$ cat src/verilog/rtc_params.svh
// Offsets, field positions, reset values and timing of the clock block.
// Assumes a 10 MHz system clock; included by bare name from the design file.
`ifndef RTC_PARAMS_SVH
`define RTC_PARAMS_SVH

// ****************************************************************
// Byte map
// ****************************************************************
`define OFF_SEC        6'h00
`define OFF_SEC_ALM    6'h01
`define OFF_MIN        6'h02
`define OFF_MIN_ALM    6'h03
`define OFF_HOUR       6'h04
`define OFF_HOUR_ALM   6'h05
`define OFF_WEEKDAY    6'h06
`define OFF_MDAY       6'h07
`define OFF_MONTH      6'h08
`define OFF_YEAR       6'h09
`define OFF_REG_A      6'h0A
`define OFF_REG_B      6'h0B
`define OFF_REG_C      6'h0C
`define OFF_REG_D      6'h0D
`define MAP_BYTES      64

// ****************************************************************
// Field positions
// ****************************************************************
`define B_SET          7
`define B_PIE          6
`define B_AIE          5
`define B_UIE          4
`define B_SQUARE_WAVE_EN         3
`define B_DM           2
`define B_H24          1

// ****************************************************************
// Reset values and codes
// ****************************************************************
`define FLAGS_RESET    3'h0
`define EN_RESET       3'h0
`define DIV_HOLD       2'h3
`define DIV_SLOW       3'h2
`define UNDEF_BYTE     8'hFF
`define DONT_CARE      2'h3

// ****************************************************************
// Timing
// ****************************************************************
`define CLK_MHZ        10
`define SECOND_US      1000000
`define LOCK_FAST_US   248
`define LOCK_SLOW_US   1948
`define PERIOD_BASE_US 30

`endif

$ cat src/verilog/rtc_pkg.sv
// Types shared by the clock and RAM block.
// Assumes rtc_params.svh supplies the numeric constants.
package rtc_pkg;
   // Bus control pins as they arrive from the processor
   typedef struct packed {
      logic chipSelectN;
      logic addressLatchStrobe;
      logic busStrobe;
      logic readWriteN;
   } busPins_t;

   // Interrupt flags, enables share this order
   typedef struct packed {
      logic periodic;
      logic alarm;
      logic update;
   } irqBits_t;

   typedef enum logic { UPD_IDLE, UPD_LOCK } updState_t;
endpackage

$ cat src/verilog/rtc_bus_port.sv
// Real-time clock with 64-byte map behind a multiplexed address/data bus.
// Assumes bus pins and power sense are asynchronous.
`include "rtc_params.svh"

// Contract
// RULE1: Host keeps select low and steady through a cycle.
// RULE2: Deselected cycles have no effect.
// RULE3: Bus outputs float while deselected.
// RULE4: Deselect isolates address, data, strobe, read/write inputs.
// RULE5: Separate-strobe mode: read/write pin is a low write pulse.
// RULE6: Interrupt low while a flag and its enable are set.
// RULE7: Interrupt floats otherwise.
// RULE8: Reset keeps time, calendar and RAM.
// RULE9: Reset clears enables, flags, square-wave enable; interrupt floats.
// RULE10: Power sense low clears valid bit.
// RULE11: Valid-status read with power sense high sets valid bit.
// RULE12: Map: 10 time, 4 control, 50 RAM bytes.
// RULE13: Status, valid, divider bit 7, seconds bit 7 read-only; latter reads zero.
// RULE14: Freeze bit stops time updates.
// RULE15: Time bytes binary or BCD per format bit.
// RULE16: Software rewrites time bytes after format changes.
// RULE17: Hour-format bit selects 1-12 or 0-23.
// RULE18: 12-hour format: hour bit 7 marks PM.
// RULE19: Time advances each second; time reads undefined meanwhile.
// RULE20: Lockout 248 us fast time bases, 1948 us slow.
// RULE21: Time bytes at offsets 0 to 9; seconds, minutes 0-59.
// RULE22: Weekday 1-7 Sunday 1, day 1-31, month 1-12.
// RULE23: Address strobe fall samples data strobe for bus style.
// RULE24: Address strobe fall latches six low bus lines.
// RULE25: Strobe mode: read/write high reads, low writes.
// RULE26: Status read clears set flags; new events held until read ends.
// RULE27: Update carries seconds to month, respecting month lengths.
// RULE28: RAM and control stay accessible during update.
module rtc_bus_port #(
   parameter int SECOND_CYC    = `SECOND_US * `CLK_MHZ,
   parameter int LOCK_SLOW_CYC = `LOCK_SLOW_US * `CLK_MHZ,
   parameter int PERIOD_CYC    = `PERIOD_BASE_US * `CLK_MHZ
) (
   input  wire logic             clock,
   input  wire logic             nrst,
   input  wire rtc_pkg::busPins_t busPins,
   input  wire logic [7:0]       muxedAddrDataIn,
   output logic      [7:0]       muxedAddrDataOut,
   output logic                  muxedAddrDataOe,
   output logic                  irqOut,
   output logic                  irqOe,
   input  wire logic             powerSenseIn,
   output logic                  squareWaveOut
);
   import rtc_pkg::*;

   localparam int LOCK_FAST_CYC = `LOCK_FAST_US * `CLK_MHZ;
   localparam int CW = 32;

   // ****************************************************************
   // Functions
   // ****************************************************************
   function automatic logic [7:0] toBin(input logic [7:0] v, input logic bin);
      toBin = bin ? v : 8'(v[7:4]) * 8'h0A + 8'(v[3:0]);
   endfunction

   function automatic logic [7:0] fromBin(input logic [7:0] v, input logic bin);
      logic [7:0] t;
      t = 8'(v / 8'h0A);
      fromBin = bin ? v : {t[3:0], 4'(v % 8'h0A)};
   endfunction

   function automatic logic [7:0] monthLen(input logic [7:0] m, input logic [7:0] y);
      unique case (m)
         8'h04, 8'h06, 8'h09, 8'h0B: monthLen = 8'h1E;
         8'h02:                      monthLen = (y[1:0] == 2'h0) ? 8'h1D : 8'h1C;
         default:                    monthLen = 8'h1F;
      endcase
   endfunction

   // Alarm byte matches when equal or marked don't care
   function automatic logic almHit(input logic [7:0] a, input logic [7:0] t);
      almHit = (a[7:6] == `DONT_CARE) || (a == t);
   endfunction

   // ****************************************************************
   // Pin synchronisers
   // ****************************************************************
   // Three stages; a level counts once stages two and three agree
   logic [12:0] s1_r, s2_r, s3_r, pin_r, pin_nxt;
   logic        psIn;
   always_comb begin
      pin_nxt = pin_r;
      for (int i = 0; i < 13; i++) begin
         if (s2_r[i] == s3_r[i]) begin
            pin_nxt[i] = s3_r[i];
         end
      end
   end
   always_ff @(posedge clock) begin
      if (!nrst) begin
         s1_r  <= 13'h1F00;
         s2_r  <= 13'h1F00;
         s3_r  <= 13'h1F00;
         pin_r <= 13'h1F00;
      end else begin
         s1_r  <= {powerSenseIn, busPins, muxedAddrDataIn};
         s2_r  <= s1_r;
         s3_r  <= s2_r;
         pin_r <= pin_nxt;
      end
   end
   busPins_t   bp;
   logic [7:0] adIn;
   assign psIn = pin_r[12];
   assign bp   = busPins_t'(pin_r[11:8]);
   assign adIn = pin_r[7:0];

   // ****************************************************************
   // Bus decode
   // ****************************************************************
   // RULE4: inputs gated by select
   logic csOn, alsG, dsG, rwG;
   assign csOn = !bp.chipSelectN;
   assign alsG = csOn & bp.addressLatchStrobe;
   assign dsG  = csOn & bp.busStrobe;
   assign rwG  = csOn ? bp.readWriteN : 1'b1;

   logic       alsPrev_r, strobeStyle_r, rdPrev_r, wrPrev_r;
   logic [5:0] addr_r;
   logic       alsPrev_nxt, strobeStyle_nxt;
   logic [5:0] addr_nxt;
   logic       rdEn, wrEn, rdStart, rdEnd, wrEnd;

   // RULE25: read/write level qualified by strobe
   // RULE5: separate style uses write pulse
   always_comb begin
      rdEn = !alsG && (strobeStyle_nxt ? (csOn & !bp.busStrobe) : (dsG & rwG));
      wrEn = !alsG && (strobeStyle_nxt ? (csOn & !bp.readWriteN) : (dsG & !rwG));
   end
   assign rdStart = rdEn & !rdPrev_r;
   assign rdEnd   = !rdEn & rdPrev_r;
   // RULE2: write committed on trailing edge only while selected
   assign wrEnd   = !wrEn & wrPrev_r & csOn;

   // RULE23: style sampled at address strobe fall
   // RULE24: address from six low lines
   always_comb begin
      alsPrev_nxt     = alsG;
      strobeStyle_nxt = strobeStyle_r;
      addr_nxt        = addr_r;
      if (alsPrev_r && !alsG && csOn) begin
         strobeStyle_nxt = bp.busStrobe;
         addr_nxt        = adIn[5:0];
      end
   end
   always_ff @(posedge clock) begin
      if (!nrst) begin
         alsPrev_r     <= 1'b0;
         strobeStyle_r <= 1'b0;
         addr_r        <= 6'h00;
         rdPrev_r      <= 1'b0;
         wrPrev_r      <= 1'b0;
      end else begin
         alsPrev_r     <= alsPrev_nxt;
         strobeStyle_r <= strobeStyle_nxt;
         addr_r        <= addr_nxt;
         rdPrev_r      <= rdEn;
         wrPrev_r      <= wrEn;
      end
   end

   // ****************************************************************
   // Byte map storage
   // ****************************************************************
   // RULE12: one array for time bytes and user RAM
   // RULE8: no reset on stored bytes
   logic [7:0] mem[`MAP_BYTES];
   logic [7:0] wrData_r, wrData_nxt;
   // Power-up: divider held, no periodic rate
   logic [2:0] divSel_r = 3'h7, divSel_nxt;
   logic [3:0] rate_r = 4'h0, rate_nxt;
   logic       setBit_r, dmBit_r, h24Bit_r, dseBit_r;
   logic       setBit_nxt, dmBit_nxt, h24Bit_nxt, dseBit_nxt;
   irqBits_t   irqEn_r, irqEn_nxt;
   logic       sqwEn_r, sqwEn_nxt;
   logic       isTime;
   updState_t  upd_r = UPD_IDLE, upd_nxt;
   logic       updDone;
   logic [7:0] nsec, nmin, nhr, nwd, nmd, nmon, nyr;

   // RULE21: fixed time offsets
   assign isTime     = (addr_r <= `OFF_YEAR);
   assign wrData_nxt = wrEn ? adIn : wrData_r;

   // Control fields written by the host
   always_comb begin
      divSel_nxt = divSel_r;
      rate_nxt   = rate_r;
      setBit_nxt = setBit_r;
      dmBit_nxt  = dmBit_r;
      h24Bit_nxt = h24Bit_r;
      dseBit_nxt = dseBit_r;
      irqEn_nxt  = irqEn_r;
      sqwEn_nxt  = sqwEn_r;
      // RULE13: divider bit 7 not writable
      if (wrEnd && addr_r == `OFF_REG_A) begin
         divSel_nxt = wrData_r[6:4];
         rate_nxt   = wrData_r[3:0];
      end
      if (wrEnd && addr_r == `OFF_REG_B) begin
         setBit_nxt = wrData_r[`B_SET];
         irqEn_nxt  = irqBits_t'(wrData_r[`B_PIE:`B_UIE]);
         sqwEn_nxt  = wrData_r[`B_SQUARE_WAVE_EN];
         dmBit_nxt  = wrData_r[`B_DM];
         h24Bit_nxt = wrData_r[`B_H24];
         dseBit_nxt = wrData_r[0];
      end
   end
   // Kept through reset
   always_ff @(posedge clock) begin
      wrData_r <= wrData_nxt;
      divSel_r <= divSel_nxt;
      rate_r   <= rate_nxt;
      setBit_r <= setBit_nxt;
      dmBit_r  <= dmBit_nxt;
      h24Bit_r <= h24Bit_nxt;
      dseBit_r <= dseBit_nxt;
   end
   // RULE9: reset clears enables
   always_ff @(posedge clock) begin
      if (!nrst) begin
         irqEn_r <= `EN_RESET;
         sqwEn_r <= 1'b0;
      end else begin
         irqEn_r <= irqEn_nxt;
         sqwEn_r <= sqwEn_nxt;
      end
   end

   // Host writes; time bytes locked during update
   // RULE28: RAM and control remain writable during update
   always_ff @(posedge clock) begin
      if (updDone) begin
         mem[`OFF_SEC]     <= nsec;
         mem[`OFF_MIN]     <= nmin;
         mem[`OFF_HOUR]    <= nhr;
         mem[`OFF_WEEKDAY] <= nwd;
         mem[`OFF_MDAY]    <= nmd;
         mem[`OFF_MONTH]   <= nmon;
         mem[`OFF_YEAR]    <= nyr;
      end
      // RULE13: seconds bit 7 stored as zero
      if (wrEnd && addr_r == `OFF_SEC && upd_r == UPD_IDLE) begin
         mem[addr_r] <= {1'b0, wrData_r[6:0]};
      end else if (wrEnd && addr_r > `OFF_REG_D) begin
         mem[addr_r] <= wrData_r;
      end else if (wrEnd && isTime && addr_r != `OFF_SEC && upd_r == UPD_IDLE) begin
         mem[addr_r] <= wrData_r;
      end
   end

   // ****************************************************************
   // Time advance
   // ****************************************************************
   // RULE15: work in binary, store in selected format
   // RULE27: carry chain with month lengths
   // RULE17: hour range per format
   // RULE18: PM flag in bit 7
   // RULE22: weekday, day, month ranges
   logic [7:0] bs, bm, bh, bw, bd, bmo, by, hb;
   logic       pm, cMin, cHr, cDay, cMon;
   always_comb begin
      bs   = toBin(mem[`OFF_SEC], dmBit_r);
      bm   = toBin(mem[`OFF_MIN], dmBit_r);
      bh   = toBin({1'b0, mem[`OFF_HOUR][6:0]}, dmBit_r);
      pm   = mem[`OFF_HOUR][7] & !h24Bit_r;
      bw   = toBin(mem[`OFF_WEEKDAY], dmBit_r);
      bd   = toBin(mem[`OFF_MDAY], dmBit_r);
      bmo  = toBin(mem[`OFF_MONTH], dmBit_r);
      by   = toBin(mem[`OFF_YEAR], dmBit_r);
      cMin = (bs >= 8'h3B);
      bs   = cMin ? 8'h00 : 8'(bs + 8'h01);
      cHr  = cMin && (bm >= 8'h3B);
      bm   = cMin ? (cHr ? 8'h00 : 8'(bm + 8'h01)) : bm;
      cDay = 1'b0;
      if (cHr) begin
         if (h24Bit_r) begin
            cDay = (bh >= 8'h17);
            bh   = cDay ? 8'h00 : 8'(bh + 8'h01);
         end else begin
            cDay = pm && (bh == 8'h0B);
            if (bh == 8'h0B) begin
               pm = !pm;
            end
            bh = (bh >= 8'h0C) ? 8'h01 : 8'(bh + 8'h01);
         end
      end
      cMon = cDay && (bd >= monthLen(bmo, by));
      if (cDay) begin
         bw = (bw >= 8'h07) ? 8'h01 : 8'(bw + 8'h01);
         bd = cMon ? 8'h01 : 8'(bd + 8'h01);
      end
      if (cMon && bmo >= 8'h0C) begin
         bmo = 8'h01;
         by  = (by >= 8'h63) ? 8'h00 : 8'(by + 8'h01);
      end else if (cMon) begin
         bmo = 8'(bmo + 8'h01);
      end
      nsec = fromBin(bs, dmBit_r);
      nmin = fromBin(bm, dmBit_r);
      hb   = fromBin(bh, dmBit_r);
      nhr  = {pm, hb[6:0]};
      nwd  = fromBin(bw, dmBit_r);
      nmd  = fromBin(bd, dmBit_r);
      nmon = fromBin(bmo, dmBit_r);
      nyr  = fromBin(by, dmBit_r);
   end

   // ****************************************************************
   // Second tick and update lockout
   // ****************************************************************
   // Held divider restarts the second count
   logic [CW-1:0] secCnt_r, secCnt_nxt, lockCnt_r, lockCnt_nxt;
   logic          secTick, divHold;
   assign divHold = (divSel_r[2:1] == `DIV_HOLD) || (divSel_r > `DIV_SLOW);
   assign secTick = !divHold && (secCnt_r == CW'(SECOND_CYC - 1));
   assign updDone = (upd_r == UPD_LOCK) && (lockCnt_r == '0);

   // RULE14: freeze bit skips the update
   // RULE19: one update per second
   // RULE20: lockout length per time base
   always_comb begin
      secCnt_nxt  = (divHold || secTick) ? '0 : CW'(secCnt_r + 1'b1);
      upd_nxt     = upd_r;
      lockCnt_nxt = lockCnt_r;
      unique case (upd_r)
         UPD_IDLE: begin
            if (secTick && !setBit_r) begin
               upd_nxt     = UPD_LOCK;
               lockCnt_nxt = (divSel_r == `DIV_SLOW) ? CW'(LOCK_SLOW_CYC - 1) : CW'(LOCK_FAST_CYC - 1);
            end
         end
         UPD_LOCK: begin
            if (lockCnt_r == '0) begin
               upd_nxt = UPD_IDLE;
            end else begin
               lockCnt_nxt = CW'(lockCnt_r - 1'b1);
            end
         end
      endcase
   end
   // Divider and time keep running through reset
   always_ff @(posedge clock) begin
      secCnt_r  <= secCnt_nxt;
      upd_r     <= upd_nxt;
      lockCnt_r <= lockCnt_nxt;
   end

   // ****************************************************************
   // Periodic tick and square wave
   // ****************************************************************
   // Simplified rate: period doubles per rate step
   logic [CW-1:0] perCnt_r, perCnt_nxt;
   logic          perTick, sqw_r, sqw_nxt;
   assign perTick    = (rate_r != 4'h0) && !divHold && (perCnt_r >= CW'(PERIOD_CYC << (rate_r - 4'h1)) - 1);
   assign perCnt_nxt = (perTick || rate_r == 4'h0 || divHold) ? '0 : CW'(perCnt_r + 1'b1);
   assign sqw_nxt    = sqwEn_r ? (sqw_r ^ perTick) : 1'b0;
   always_ff @(posedge clock) begin
      perCnt_r <= perCnt_nxt;
      if (!nrst) begin
         sqw_r <= 1'b0;
      end else begin
         sqw_r <= sqw_nxt;
      end
   end
   assign squareWaveOut = sqw_r;

   // ****************************************************************
   // Interrupt flags
   // ****************************************************************
   irqBits_t flags_r, flags_nxt, held_r, held_nxt, snap_r, snap_nxt, events;
   logic     readingC_r, readingC_nxt, irqAct;
   always_comb begin
      events.update   = updDone;
      events.alarm    = updDone && almHit(mem[`OFF_SEC_ALM], nsec) && almHit(mem[`OFF_MIN_ALM], nmin)
                        && almHit(mem[`OFF_HOUR_ALM], nhr);
      events.periodic = perTick;
   end
   // RULE26: flags read are cleared; events during the read wait
   always_comb begin
      flags_nxt    = flags_r;
      held_nxt     = held_r;
      snap_nxt     = snap_r;
      readingC_nxt = readingC_r;
      if (rdStart && addr_r == `OFF_REG_C) begin
         readingC_nxt = 1'b1;
         snap_nxt     = flags_r;
      end
      if (readingC_nxt) begin
         held_nxt = held_r | events;
      end else begin
         flags_nxt = flags_r | events;
      end
      if (rdEnd && readingC_r) begin
         readingC_nxt = 1'b0;
         flags_nxt    = (flags_r & ~snap_r) | held_r | events;
         held_nxt     = `FLAGS_RESET;
      end
   end
   // RULE9: reset clears flags
   always_ff @(posedge clock) begin
      if (!nrst) begin
         flags_r    <= `FLAGS_RESET;
         held_r     <= `FLAGS_RESET;
         snap_r     <= `FLAGS_RESET;
         readingC_r <= 1'b0;
      end else begin
         flags_r    <= flags_nxt;
         held_r     <= held_nxt;
         snap_r     <= snap_nxt;
         readingC_r <= readingC_nxt;
      end
   end
   // RULE6: drive low while flag and enable meet
   // RULE7: released otherwise, open drain
   assign irqAct = |(flags_r & irqEn_r);
   assign irqOut = 1'b0;
   assign irqOe  = irqAct;

   // ****************************************************************
   // Valid RAM and time bit
   // ****************************************************************
   logic vrt_r, vrt_nxt;
   // RULE10: power sense low clears
   // RULE11: status read with power present sets
   always_comb begin
      vrt_nxt = vrt_r;
      if (!psIn) begin
         vrt_nxt = 1'b0;
      end else if (rdStart && addr_r == `OFF_REG_D) begin
         vrt_nxt = 1'b1;
      end
   end
   // Unaffected by reset; only power sense and status reads govern it
   always_ff @(posedge clock) begin
      vrt_r <= vrt_nxt;
   end

   // ****************************************************************
   // Read path
   // ****************************************************************
   logic [7:0] rdByte, dout_r, dout_nxt;
   // RULE19: time bytes undefined during lockout
   // RULE13: read-only fields shown
   always_comb begin
      unique case (addr_r)
         `OFF_REG_A: rdByte = {upd_r == UPD_LOCK, divSel_r, rate_r};
         `OFF_REG_B: rdByte = {setBit_r, irqEn_r, sqwEn_r, dmBit_r, h24Bit_r, dseBit_r};
         `OFF_REG_C: rdByte = {irqAct, flags_r, 4'h0};
         `OFF_REG_D: rdByte = {vrt_r, 7'h00};
         default:    rdByte = (isTime && upd_r == UPD_LOCK) ? `UNDEF_BYTE : mem[addr_r];
      endcase
      dout_nxt = rdStart ? rdByte : dout_r;
   end
   always_ff @(posedge clock) begin
      if (!nrst) begin
         dout_r <= 8'h00;
      end else begin
         dout_r <= dout_nxt;
      end
   end
   // RULE3: drive only during a selected read
   assign muxedAddrDataOut = dout_r;
   assign muxedAddrDataOe  = rdEn & rdPrev_r;
endmodule

$ cat config.mk
export PLATFORM = sky130hd
export DESIGN_NAME = rtc_bus_port
export DESIGN_NICKNAME = d
export VERILOG_FILES = /design/src/verilog/rtc_pkg.sv /design/src/verilog/rtc_bus_port.sv
export VERILOG_INCLUDE_DIRS = /design/src /design/src/verilog
export SDC_FILE = /design/constraint.sdc
export NUM_CORES = 1
export LEC_CHECK = 0
export CAP_MARGIN = 20
export CORE_UTILIZATION = 50
export DETAILED_ROUTE_END_ITERATION = 7
export DONT_BUFFER_PORTS = 1
export PLACE_DENSITY_LB_ADDON = 0.25
export SLEW_MARGIN = 20
export SYNTH_ARGS = -nofsm -noshare
export SYNTH_HDL_FRONTEND = slang
export SYNTH_SLANG_ARGS = --single-unit
$ cat constraint.sdc
create_clock -name clock -period 20.1 [get_ports clock]
set_input_delay 4.02 -clock clock [delete_from_list [all_inputs] [get_ports clock]]
set_output_delay 4.02 -clock clock [all_outputs]
set_load 0.01 [all_outputs]
# Yosys cells after proc, flatten, opt, wreduce, memory -nomap -nowiden
# Memories as Yosys holds them, arrays and structs flattened. A register that Yosys moved wholly into a read port is not among the register bits.
# Index checks and enable logic that the tools add are counted.
# Widths: inputs -> output; s select.
# word_totals
reg_bits	202
mem_bits_rw	512
inputBits	15
word_cells	287
n_memories	1
# op_classes
add_sub_neg	19
mul	7
n_div	14
order_cmp	12
eq_ne	35
shift	1
muxes	67
bitwise	24
reduce_logical	58
# memory_table
name	words	word_bits	rd	rd_clocked_by_memory_dff	wr	line	text
mem	64	8	11	1	8	rtc_bus_port.sv:173	logic [7:0] mem[`MAP_BYTES];
# op_table
operator	count
$mux 8	31
$add 32x1->32 const B	2
$mux 32	2
$pmux 32 s2	1
$sub 32x1->32 const B	2
$add 8x1->8 const B	7
$div 8x4->8 const B	7
$mod 8x4->8 const B	7
$add 8x4->8	6
$mul 4x3->7 const B	6
$eq 32x24->1 const B	1
$ge 32x32->1	1
$logic_not 32->1	1
$pmux 8 s4	1
$shl 9x4->32 const A	1
$logic_and 1x1->1	28
$eq 6x4->1 const B	4
$eq 8x4->1 const B	3
$eq 8x8->1	3
$mux 1	24
$eq 8x3->1 const B	2
$ge 8x4->1 const B	2
$ge 8x6->1 const B	2
$mux 15	1
39 further kinds	92

# Depth between registers and ports, before layout
# logic_depth
ltp_word	19
ltp_mapped	36
mapped_depth_nobuf	30

# Worst setup path after synthesis
# Ideal clock, no wire load.
# synth_path
path_type	register to register
startpoint	register dmBit_r
endpoint	memory mem[6][3] (data pin)
setup_ns	0.271
arrival_time_ns	6.647
required_ns	19.829
slack_ns	13.182
stages_incl_launch_ff	33
synth_period_minus_slack_ns	6.918
path_cell_list	edfxtp_1 -> buf_6 -> buf_6 -> buf_6 -> buf_6 -> buf_6 -> buf_6 -> buf_6 -> buf_6 -> buf_2 -> buf_2 -> clkbuf_1 -> buf_1 -> clkbuf_1 -> clkbuf_1 -> mux2_2 -> ha_1 -> nor2b_1 -> a211oi_4 -> o21ai_4 -> buf_6 -> nor3_1 -> nor2_2 -> a32oi_1 -> buf_2 -> maj3_1 -> a211oi_1 -> xnor2_1 -> ha_1 -> or3_1 -> a21oi_1 -> xnor2_1 -> a21oi_1
# synth_rtl
item	line	text
start, declared	rtc_bus_port.sv:178	logic setBit_r, dmBit_r, h24Bit_r, dseBit_r;
start signal, assigned	rtc_bus_port.sv:221	dmBit_r <= dmBit_nxt;
end, declared	rtc_bus_port.sv:173	

==> metrics <==
outcome complete, but fails checks; failing checks DRC; largest net degree at the start of global routing 161; Antenna Nets Post-Route 0; Worst setup EP type register; Synth Warn # 0; Hold WS 0.4051 ns; Power Dens Cells 70.42 nW/um^2; highest clock rate 126.1 MHz; Seq pwr share 53.3%; initial DRC count 3094; Initial Utilization 50.39%; area grow syn2layout 8.655%; Synth cell types around 120; Die Height 281.2 microns; Vias 27700; critical-path maximum fanout 14; Worst EP arrival 8.39 ns; I/O pin total 27; DIE AREA slightly below 80000 sq um; cts bufs inserted 73; Clk pin slew, worst setup/hold paths ~0.060 ns; flop-to-flop setup slack ~12 ns; LEAKAGE 0.01432 uW; core area 77340 sq um; grt met1 use 34.54%; post-cts resize count 0; most common cell in the netlist edfxtp_1; setup tns final 0 ns; clock net sink count 720; DP HPWL around 68 mm; RSZ-0062 raised after global routing no; Synth Area per Inst 11.83 sq um; Sw Pwr 586.1 uW; Synth top area share about 43%; Setup-failing EPs final 0; 1st-pass router iterations 8; Setup WS pre-CTS ~12 ns; Internal 2396 uW; layout cells sized above 1 12.70%; busiest grt layer met2; DR WL/cell ~23 microns; Post-synth ARST share 0%; R2R cell count 26; HP Class register to register; Yosys top cell by area edfxtp_1; die width 281.2 microns; Post-synth EDFFs 563; Post-CTS Setup Bufs 0; Final WS setup 12.17 ns; synthesized flop and latch total 720; max-slew violation count 0; Final Hold Viols 0; Peak supply drop 79.03 uV; TritonCTS clock tree built; DR vias/cell 6.346; Ant. Diodes 0; Commonest cells post-synth edfxtp_1, nor2_1, nand2_1, a21oi_1, mux4_2; PortBufs 0; grt met2 use 42.92%; H-tree levels 3; clock period minus worst slack a little under 8 ns; Req. time, crit path a little over 20 ns; mapped cell area 38970 sq um; first-pass GRT wire length 156.8 mm; grt ovf 0; synth top area cells edfxtp_1, mux4_2, dfxtp_1, ha_1, nor2_1; Max-slew headroom 27.54%; WHS Path Cells 1; GR Util met3 4.173%; max cap viols 0; initial antenna violation count 1; cts hold-fix bufs 0; worst-margin pin slew around 1.1 ns; Total GRT Usage between 20% and 30%; combinational share of power less than 1%; Row Count between 100 and 150; Worst Path Class, Setup register to register; vias in the first global route 26980; CP startpoint kind register; Skew-Pair Late Insertion Delay 0.64 ns; routability cong. about 0.91; Synth Instances 3294; Sw Share 19.66%; Final Skew 0.02136 ns; CTS Buffer Depth 3; routed wire length around 100 mm; Final nets 3404; Top FF cell, synth edfxtp_1; root buf cell clkbuf_16; Final Cycle Share 39.45%; post-synthesis sequential area ratio between 50 and 60%; Post-route DRC 16; share of power burned in the clock network about 47%
placed cells by master, fill, tap and decap left out, types with 40 or more instances in the layout:
| cell type | instances |
|---|---|
| edfxtp_1 | 563 |
| nor2_1 | 335 |
| nand2_1 | 274 |
| a21oi_1 | 179 |
| mux4_2 | 169 |
| dfxtp_1 | 154 |
| o21ai_0 | 127 |
| ha_1 | 108 |
| nand3_1 | 101 |
| xnor2_1 | 84 |
| xor2_1 | 79 |
| clkbuf_16 | 75 |
| nor3_1 | 72 |
| and2_1 | 69 |
| inv_1 | 50 |
| and3_1 | 46 |
| nand2b_1 | 42 |
| a21o_1 | 40 |
final timing paths:
check,from,endpoint
max reg2reg,mem[8][5],mem[8][3]
min reg2reg,s1_r[12],s2_r[12]
min,s1_r[12],s2_r[12]
max,mem[8][5],mem[8][3]
cell type report:
type                       count  area [sq um]
tap                         1040          1301
clock inverter                43         476.7
inverter                      54         203.9
timing repair buffer          40         312.8
multi-input combinational   2379         18030
sequential                   720         20060
fill                        6421         34990
clock buffer                  88          1966
state kept, by name, indices dropped and copies added (netlist names), 8 cells and up, named ones only:
register and count:
lockCnt_r 32, mem 512, muxedAddrDataOut 8, perCnt_r 32, pin_r 13, s1_r 13
s2_r 13, s3_r 13, secCnt_r 32, wrData_r 8
worst max-delay path, stage by stage (launching register included):
cell and delay (ns):
edfxtp_1 0.48, ha_1 0.35, ha_1 0.23, fa_1 0.53
a21boi_0 0.19, o31ai_1 0.37, o211ai_1 0.28, nor3_1 0.54
a21oi_1 0.15, ha_1 0.30, nand2b_1 0.10, a21oi_1 0.07
o41a_1 0.35, and2_1 0.32, nor4_4 0.54, or2_0 0.66
and2_1 0.37, o21ai_1 0.08, o21ai_0 0.15, a221oi_1 0.14
o221ai_1 0.41, xnor2_1 0.18, ha_1 0.20, inv_1 0.07
a221o_1 0.33, a41o_1 0.24, o21ai_0 0.14
per-stage QoR:
step                cells  power, uW  cell area (sq um)  util, %
floorplan            3327       1627              39100        -
global placement     4233       1627              39900    51.59
detailed placement   4233       1627              39900    51.59
CTS                  4364       3000              42340    54.75
global route         4364       3054              42350    54.75
finish               4364       2982              42350    54.75
layer usage:
metal / up-vias / wire [microns]
met1: 13820 / 42200
met2: 1134 / 49050
met4: 2 / 2855
li1: 12550 / -
met5: - / 13
met3: 199 / 7685
power by group through the flow:
stage | Sequential [uW] | Clock (uW) | Combinational, uW
6_report | 1590 | 1390 | 5.65
5_1_grt | 1590 | 1460 | 6.46
4_1_cts | 1590 | 1400 | 5.45
3_5_place_dp | 1620 | 0 | 5.43
3_3_place_gp | 1620 | 0 | 5.35
2_1_floorplan | 1620 | 0 | 5.85
logic make-up (layout without fill, tap and decap cells):
family,after synthesis,count (layout),share of synthesized area (%)
AND/OR/NAND/NOR,1129,1129,14.14
flip-flops,720,720,51.44
AO/OA/AOI/OAI,699,699,12.50
multiplexers,229,229,11.38
buffers and inverters,228,225,2.623
XOR/XNOR,163,163,3.663
adder cells (fa/ha/maj),125,125,4.241
other,1,34,0.009622
(Power assumes the default switching activity.)
